==> config.mk <==
export PLATFORM = sky130hd
export DESIGN_NAME = cbs_unit
export DESIGN_NICKNAME = d
export VERILOG_FILES = /design/src/hdl/cbs_pkg.sv /design/src/hdl/cbs_unit.sv
export SDC_FILE = /design/constraint.sdc
export NUM_CORES = 1
export LEC_CHECK = 0
export ABC_AREA = 1
export ABC_CLOCK_PERIOD_IN_PS = 2510
export BUFFER_PORTS_ARGS = -buffer_cell sky130_fd_sc_hd__buf_2
export CAP_MARGIN = 25
export CORE_AREA = 2 2 82 84
export CTS_CLUSTER_DIAMETER = 40
export DETAILED_ROUTE_END_ITERATION = 8
export DIE_AREA = 0 0 84 86
export GPL_TIMING_DRIVEN = 0
export PLACE_DENSITY = 0.78
export SYNTH_ARGS = -nofsm -noshare
export SYNTH_HDL_FRONTEND = slang
export SYNTH_SLANG_ARGS = --single-unit
==> constraint.sdc <==
create_clock -name clock -period 2.51 [get_ports clock]
set_input_delay 0.3765 -clock clock [delete_from_list [all_inputs] [get_ports clock]]
set_output_delay 0.3765 -clock clock [all_outputs]
set_load 0.02 [all_outputs]
==> src/hdl/cbs_pkg.sv <==
package cbs_pkg;
    // ****************************************
    // widths
    // ****************************************
    localparam int PC_W = 16;
    localparam int K_W = 7;
    localparam logic [PC_W-1:0] PC_RESET = 16'h0000;
    localparam logic [PC_W-1:0] PC_ONE = 16'h0001;
    localparam logic [PC_W-1:0] PC_TWO = 16'h0002;
    localparam logic [PC_W-1:0] PC_THREE = 16'h0003;
    // status flag positions
    localparam logic [2:0] FLAG_CARRY = 3'h0;
    localparam logic [2:0] FLAG_ZERO = 3'h1;

    // ****************************************
    // operations
    // ****************************************
    typedef enum logic [3:0] {
        CBS_OP_NONE = 4'h0,
        CBS_OP_SKIP_BIT_SET = 4'h1,
        CBS_OP_BRANCH_FLAG_SET = 4'h2,
        CBS_OP_BRANCH_FLAG_CLEAR = 4'h3,
        CBS_OP_BRANCH_ZERO_SET = 4'h4,
        CBS_OP_BRANCH_ZERO_CLEAR = 4'h5,
        CBS_OP_BRANCH_CARRY_SET = 4'h6,
        CBS_OP_BRANCH_CARRY_CLEAR = 4'h7,
        CBS_OP_BRANCH_UNSIGNED_GE = 4'h8
    } cbs_op_t;

    typedef struct packed {
        cbs_op_t op;
        logic [2:0] sel;
        logic [K_W-1:0] offset;
        logic [7:0] io_value;
        logic next_is_long;
    } cbs_req_t;

    typedef enum logic [1:0] {
        CBS_ST_IDLE = 2'b01,
        CBS_ST_SECOND = 2'b10
    } cbs_state_t;
endpackage

==> src/hdl/cbs_unit.sv <==
`timescale 1ns/1ps
module cbs_unit (
    input wire logic clock,
    input wire logic sys_rst,
    input wire logic req_valid,
    input wire cbs_pkg::cbs_req_t req,
    input wire logic [7:0] status_flags_register,
    output logic ready,
    output logic [cbs_pkg::PC_W-1:0] pc,
    output logic taken,
    output logic done,
    output logic [7:0] flags_out
);
    // ****************************************
    // condition evaluation
    // ****************************************
    logic cond;
    logic [cbs_pkg::PC_W-1:0] target;
    logic [cbs_pkg::PC_W-1:0] skip_pc;
    logic [cbs_pkg::PC_W-1:0] k_ext;
    cbs_pkg::cbs_state_t state_reg;
    logic accept;

    assign accept = req_valid && (state_reg == cbs_pkg::CBS_ST_IDLE);
    // sign extension keeps backward targets reachable
    assign k_ext = {{(cbs_pkg::PC_W-cbs_pkg::K_W){req.offset[cbs_pkg::K_W-1]}}, req.offset};
    assign target = pc + cbs_pkg::PC_ONE + k_ext;
    assign skip_pc = pc + (req.next_is_long ? cbs_pkg::PC_THREE : cbs_pkg::PC_TWO);

    always_comb begin
        case (req.op)
            cbs_pkg::CBS_OP_SKIP_BIT_SET: cond = req.io_value[req.sel];
            cbs_pkg::CBS_OP_BRANCH_FLAG_SET: cond = status_flags_register[req.sel];
            cbs_pkg::CBS_OP_BRANCH_FLAG_CLEAR: cond = !status_flags_register[req.sel];
            cbs_pkg::CBS_OP_BRANCH_ZERO_SET:
                cond = status_flags_register[cbs_pkg::FLAG_ZERO];
            cbs_pkg::CBS_OP_BRANCH_ZERO_CLEAR:
                cond = !status_flags_register[cbs_pkg::FLAG_ZERO];
            cbs_pkg::CBS_OP_BRANCH_CARRY_SET:
                cond = status_flags_register[cbs_pkg::FLAG_CARRY];
            cbs_pkg::CBS_OP_BRANCH_CARRY_CLEAR, cbs_pkg::CBS_OP_BRANCH_UNSIGNED_GE:
                cond = !status_flags_register[cbs_pkg::FLAG_CARRY];
            default: cond = 1'b0;
        endcase
    end

    // ****************************************
    // sequencing: taken path spends a second cycle
    // ****************************************
    always_ff @(posedge clock) begin
        if (sys_rst) begin
            state_reg <= cbs_pkg::CBS_ST_IDLE;
            ready <= 1'b0;
        end else begin
            case (state_reg)
                cbs_pkg::CBS_ST_IDLE: begin
                    ready <= 1'b1;
                    if (accept && cond && req.op != cbs_pkg::CBS_OP_NONE) begin
                        state_reg <= cbs_pkg::CBS_ST_SECOND;
                        ready <= 1'b0;
                    end
                end
                default: begin
                    state_reg <= cbs_pkg::CBS_ST_IDLE;
                    ready <= 1'b1;
                end
            endcase
        end
    end

    always_ff @(posedge clock) begin
        if (sys_rst) begin
            pc <= cbs_pkg::PC_RESET;
            taken <= 1'b0;
            done <= 1'b0;
        end else begin
            taken <= 1'b0;
            done <= 1'b0;
            if (state_reg == cbs_pkg::CBS_ST_SECOND) begin
                done <= 1'b1;
                taken <= 1'b1;
            end else if (accept && req.op != cbs_pkg::CBS_OP_NONE) begin
                if (!cond) begin
                    pc <= pc + cbs_pkg::PC_ONE;
                    done <= 1'b1;
                end else if (req.op == cbs_pkg::CBS_OP_SKIP_BIT_SET) begin
                    pc <= skip_pc;
                end else begin
                    pc <= target;
                end
            end
        end
    end

    // flags pass through untouched
    always_ff @(posedge clock) begin
        if (sys_rst) begin
            flags_out <= 8'h00;
        end else begin
            flags_out <= status_flags_register;
        end
    end

    // ****************************************
    // checks
    // ****************************************
    AST_FLAGS_KEPT: assert property (@(posedge clock) disable iff (sys_rst)
        1'b1 |=> flags_out == $past(status_flags_register))
        else $error("flags changed");
    AST_NOT_TAKEN_ONE: assert property (@(posedge clock) disable iff (sys_rst)
        accept && req.op != cbs_pkg::CBS_OP_NONE && !cond |=> done && !taken && ready)
        else $error("not-taken not one cycle");
    AST_TAKEN_TWO: assert property (@(posedge clock) disable iff (sys_rst)
        accept && req.op != cbs_pkg::CBS_OP_NONE && cond |=> !done ##1 done && taken)
        else $error("taken not two cycles");
    AST_BRANCH_TARGET: assert property (@(posedge clock) disable iff (sys_rst)
        accept && cond && req.op != cbs_pkg::CBS_OP_NONE
        && req.op != cbs_pkg::CBS_OP_SKIP_BIT_SET |=> pc == $past(target))
        else $error("bad branch target");
    AST_SKIP_TARGET: assert property (@(posedge clock) disable iff (sys_rst)
        accept && cond && req.op == cbs_pkg::CBS_OP_SKIP_BIT_SET
        |=> pc == $past(pc) + (($past(req.next_is_long)) ? cbs_pkg::PC_THREE : cbs_pkg::PC_TWO))
        else $error("bad skip target");
    AST_ZERO_SET: assert property (@(posedge clock) disable iff (sys_rst)
        accept && req.op == cbs_pkg::CBS_OP_BRANCH_ZERO_SET
        |-> cond == status_flags_register[cbs_pkg::FLAG_ZERO])
        else $error("zero-set test wrong");
    AST_ZERO_CLEAR: assert property (@(posedge clock) disable iff (sys_rst)
        accept && req.op == cbs_pkg::CBS_OP_BRANCH_ZERO_CLEAR
        |-> cond != status_flags_register[cbs_pkg::FLAG_ZERO])
        else $error("zero-clear test wrong");
    AST_CARRY_SET: assert property (@(posedge clock) disable iff (sys_rst)
        accept && req.op == cbs_pkg::CBS_OP_BRANCH_CARRY_SET
        |-> cond == status_flags_register[cbs_pkg::FLAG_CARRY])
        else $error("carry-set test wrong");
    AST_CARRY_CLEAR: assert property (@(posedge clock) disable iff (sys_rst)
        accept && (req.op == cbs_pkg::CBS_OP_BRANCH_CARRY_CLEAR
        || req.op == cbs_pkg::CBS_OP_BRANCH_UNSIGNED_GE)
        |-> cond != status_flags_register[cbs_pkg::FLAG_CARRY])
        else $error("carry-clear test wrong");
    AST_FLAG_SEL: assert property (@(posedge clock) disable iff (sys_rst)
        accept && (req.op == cbs_pkg::CBS_OP_BRANCH_FLAG_SET
        || req.op == cbs_pkg::CBS_OP_BRANCH_FLAG_CLEAR)
        |-> cond == (status_flags_register[req.sel]
        ^ (req.op == cbs_pkg::CBS_OP_BRANCH_FLAG_CLEAR)))
        else $error("flag select test wrong");

    // ****************************************
    // sequencing checks
    // ****************************************
    // ready lags reset by one edge, so the first cycle after release is left out
    AST_READY_STATE: assert property (@(posedge clock) disable iff (sys_rst)
        !$past(sys_rst) |-> ready == (state_reg == cbs_pkg::CBS_ST_IDLE))
        else $error("ready does not follow state");

    AST_SECOND_LEAVES: assert property (@(posedge clock) disable iff (sys_rst)
        state_reg == cbs_pkg::CBS_ST_SECOND |=> state_reg == cbs_pkg::CBS_ST_IDLE)
        else $error("second cycle not left");

    AST_STATE_ONEHOT: assert property (@(posedge clock) disable iff (sys_rst)
        $onehot(state_reg))
        else $error("state not one-hot");

    // requests during the second cycle must leave no trace on the pc
    AST_PC_HOLD: assert property (@(posedge clock) disable iff (sys_rst)
        !(accept && req.op != cbs_pkg::CBS_OP_NONE) |=> $stable(pc))
        else $error("pc moved without a request");

    AST_REFUSED_NO_PC: assert property (@(posedge clock) disable iff (sys_rst)
        state_reg == cbs_pkg::CBS_ST_SECOND |=> $stable(pc) && taken)
        else $error("request taken in second cycle");

    AST_NOT_TAKEN_PC: assert property (@(posedge clock) disable iff (sys_rst)
        accept && req.op != cbs_pkg::CBS_OP_NONE && !cond
        |=> pc == $past(pc) + cbs_pkg::PC_ONE)
        else $error("not-taken pc wrong");

    AST_NONE_IGNORED: assert property (@(posedge clock) disable iff (sys_rst)
        accept && req.op == cbs_pkg::CBS_OP_NONE |=> !done && !taken && ready)
        else $error("empty op had an effect");

    AST_TAKEN_WITH_DONE: assert property (@(posedge clock) disable iff (sys_rst)
        taken |-> done)
        else $error("taken without done");

    AST_TAKEN_PULSE: assert property (@(posedge clock) disable iff (sys_rst)
        taken |=> !taken)
        else $error("taken longer than one cycle");

    AST_DONE_CAUSE: assert property (@(posedge clock) disable iff (sys_rst)
        done |-> $past(state_reg == cbs_pkg::CBS_ST_SECOND)
        || $past(accept && req.op != cbs_pkg::CBS_OP_NONE && !cond))
        else $error("done without a finished instruction");

    // no disable here: the reset values themselves are the point
    AST_RESET_VALUES: assert property (@(posedge clock)
        sys_rst |=> pc == cbs_pkg::PC_RESET && !ready && !taken && !done
        && flags_out == 8'h00)
        else $error("reset values wrong");

    AST_SKIP_TEST: assert property (@(posedge clock) disable iff (sys_rst)
        accept && req.op == cbs_pkg::CBS_OP_SKIP_BIT_SET
        |-> cond == req.io_value[req.sel])
        else $error("skip bit test wrong");

    // a taken skip spends two cycles, just like a taken branch
    AST_SKIP_TWO: assert property (@(posedge clock) disable iff (sys_rst)
        accept && req.op == cbs_pkg::CBS_OP_SKIP_BIT_SET && cond
        |=> !ready ##1 taken && done)
        else $error("taken skip not two cycles");
endmodule

==> out/results.txt <==
Status -> finished, violations left
Failing checks -> negative setup slack
Synth cell types -> 36
CTS H-tree depth -> 2
Final hold vios -> 0
RSZ-0062 raised after global routing -> yes
Die width -> 84 um
HPWL after DPL -> 7.01 mm
Clk sinks -> 29
Most frequent cell after synthesis -> nand2_1
CTS tree -> done
Synth cell count leaders -> nand2_1 (187), inv_1 (74), nand3_1 (67)
EDFF count, synth -> 0
Maxcap violations -> 0
Clock Latency Late Sink -> 0.29 ns
DR vias/cell -> 5.49
CTS max path bufs -> 2
Synth top area share -> 22.2%
Initial Util -> 50.4%
Clock Power Share -> 24.2%
CP max stage delay -> 0.38 ns
Critical Path Start Type -> register
Detail Route Antenna Nets -> 0
Die ar. -> 0.00722 mm^2
Max reg flops -> 16
Final GP Congestion -> 0.971
Tcrit/Tclk final -> 102%
Layout area overhead -> 36.7%
Fin crit period -> 2.56 ns
Buf+Inv Stages, Crit Path -> 3
Row count -> 29
Worst-Margin Slew -> 0.661 ns
Synth Flop Type -> dfxtp_1
Synthesized net count -> 606
FFs w/ async S/R, synth -> 0%
Clock Skews -> 0.00783 ns
Seq pwr share -> 31.8%
First-pass GRT wire length -> 15.6 mm
Internal Power -> 0.000964 W
Post-Syn Area -> 0.00317 mm^2
Final Total Pwr -> 0.00162 W
Power per cell area -> 375 mW/mm^2
Leakage -> 2.33 nW
WHS -> 0.294 ns
Worst hold path class -> in -> reg
Layout cells sized above 1 -> 31.7%
Final nets -> 700
# setup viols final -> 2
Switch share -> 40.6%
CP Capture Type -> register
DR iter-0 viols -> 448
Mean Syn Cell Area -> 5.77 um^2
Post-synthesis register bit count -> 29
DR WL/cell -> 15.2 um
IO Count -> 61
Cells after synthesis -> 549
M1 GR Usage -> 31.7%
Critical-path cell list -> ha_4, nand3_4, nor2_4, buf_6, nand4_1, xor2_1, inv_2, ha_4, nand2_2, inv_1, nand2_1, nand2_2, a21oi_2, nand2_2, nand3b_1, nand3_1, nand2_1, nand2_1, nand2_1
Die height -> 86 um
Worst path slowest cell -> dfxtp_4
Slew Viols, Final -> 0
Clk slew on worst S/H paths -> 0.07 ns
GR Layer Usage met3 -> 4.14%
DRC Markers -> 0
Largest net degree at the start of global routing -> 16
Vias in the first global route -> 3473
Comb pwr share -> 44.0%
GRT Total Usage -> 26.4%
Most used cell, CP -> nand2_1
Overflow after GRT -> 0
CTS root buf -> clkbuf_8
Synthesis Warnings -> 0
Met2 Usage GRT -> 47.9%
Sw Pwr -> 0.000659 W
TritonRoute pass-1 iters -> 6
CTS buffer count -> 5
Antenna violations before repair -> 0
Synth area leaders -> nand2_1 (22%), dfxtp_1 (18%), nand3_1 (11%), inv_1 (8.8%), ha_1 (8.7%)
Max_slew headroom -> 55.9%
Utilization after layout -> 69.0%
Crit path required time -> 2.70 ns
Crit path max fanout -> 4
ANT cells -> 0
Vias -> 3958
Crit path max-delay family -> simple AND/OR/NAND/NOR gates
Fmax -> 391 MHz
Sequential fraction of the synthesis area -> 18.3%
Maximum vdd ir drop -> 0.272 mV
Total wire length -> 11.0 mm
Busiest grt layer -> met2
Port-buffer cells -> 58
Critical path class -> reg -> reg
Placeable Area -> 0.00628 mm^2
WP data arrival -> 2.75 ns
Setup TNS -> -0.0486 ns
Setup slack after layout -> -0.0462 ns
Leading area contributor after synthesis -> nand2_1
[power groups by stage]
stage / clock [W] / combinational, W / sequential (W)
after floorplan: 0 / 0.000358 / 0.000553
after global placement: 0 / 0.000539 / 0.000524
after detailed placement: 0 / 0.000550 / 0.000524
after CTS: 0.000393 / 0.000613 / 0.000514
after global routing: 0.000419 / 0.000776 / 0.000518
final: 0.000393 / 0.000714 / 0.000515
[area by class of cell]
cell class	instances	area, um^2
Timing Repair Buffer	87	536
Clock buffer	6	72.6
Sequential cell	29	609
Tap cell	77	96.3
Inverter	80	303
Buffer	13	91.3
Multi-Input combinational cell	427	2610
Fill cell	517	1950
Clock inverter	2	10.0
[worst reg2reg max path, delay by kind of cell, from the launching register on]
family                     cells  cell delay [ns]
AOI/OAI and AO/OA              1             0.11
xor gates and xnor gates       1             0.21
adders and majority gates      2             0.39
buffers and inverters          3             0.28
DFF                            1             0.38
and+or+nand+nor               12             1.07
[cell families after synthesis]
logic type	share of synthesized area, %
compound gates	7.55
xor+xnor	4.43
fa+ha+maj	9.32
buf+inv	11.8
flops	18.3
mux	0.316
simple gates	48.2
[cells in the final DEF, fill, tap and decap left out, types with 5 or more instances in the layout]
cell / Yosys / routed
nand2_4: 2 / 5
dfxtp_1: 29 / 18
nand3b_1: 8 / 8
buf_2: 6 / 62
clkbuf_8: 0 / 5
nor2_1: 50 / 42
buf_6: 0 / 8
dfxtp_4: 0 / 6
buf_4: 4 / 26
xor2_1: 13 / 8
a21oi_2: 1 / 6
o21ai_0: 16 / 15
inv_2: 4 / 12
a21oi_1: 18 / 11
nand4_1: 6 / 6
ha_4: 0 / 12
nand3_2: 4 / 8
nand3_1: 67 / 61
nand2_2: 2 / 11
nor2_4: 1 / 5
ha_1: 22 / 9
nor2_2: 8 / 12
nand2_1: 187 / 175
dfxtp_2: 0 / 5
inv_1: 74 / 66
[repair_timing]
item                                    CTS  global route
endpoints found under the hold margin     0             0
pin swaps                                17            31
gates cloned                              0             0
setup buffers                            14            15
endpoints found under the setup margin    9            10
hold buffers                              0             0
resized for setup                        39            63
[worst paths after layout]
kind,from,to,slack [ns],cells after the start
worst min-delay path,status_flags_register[7],flags_out[7],0.29,3
worst max register to register,pc[0],pc[15],-0.05,19
worst max-delay path,pc[0],pc[15],-0.05,19
worst min register to register,state_reg[0],taken,0.53,2
[layer usage]
layer | wire length (um) | vias up
li1 | - | 1915
met1 | 4290 | 1772
met2 | 5370 | 225
met3 | 881 | 46
met4 | 433 | 0
met5 | 0 | -
[stage by stage]
stage	setup slack, ns	instances	cell area [um^2]
floorplan	0.0253	549	3170
finish	-0.0462	721	4330
global route	-0.211	721	4330
CTS	0.00167	706	3950
detailed placement	-0.387	684	3560
global placement	-0.356	684	3560
Note: power is estimated with default switching activity, not from simulation.
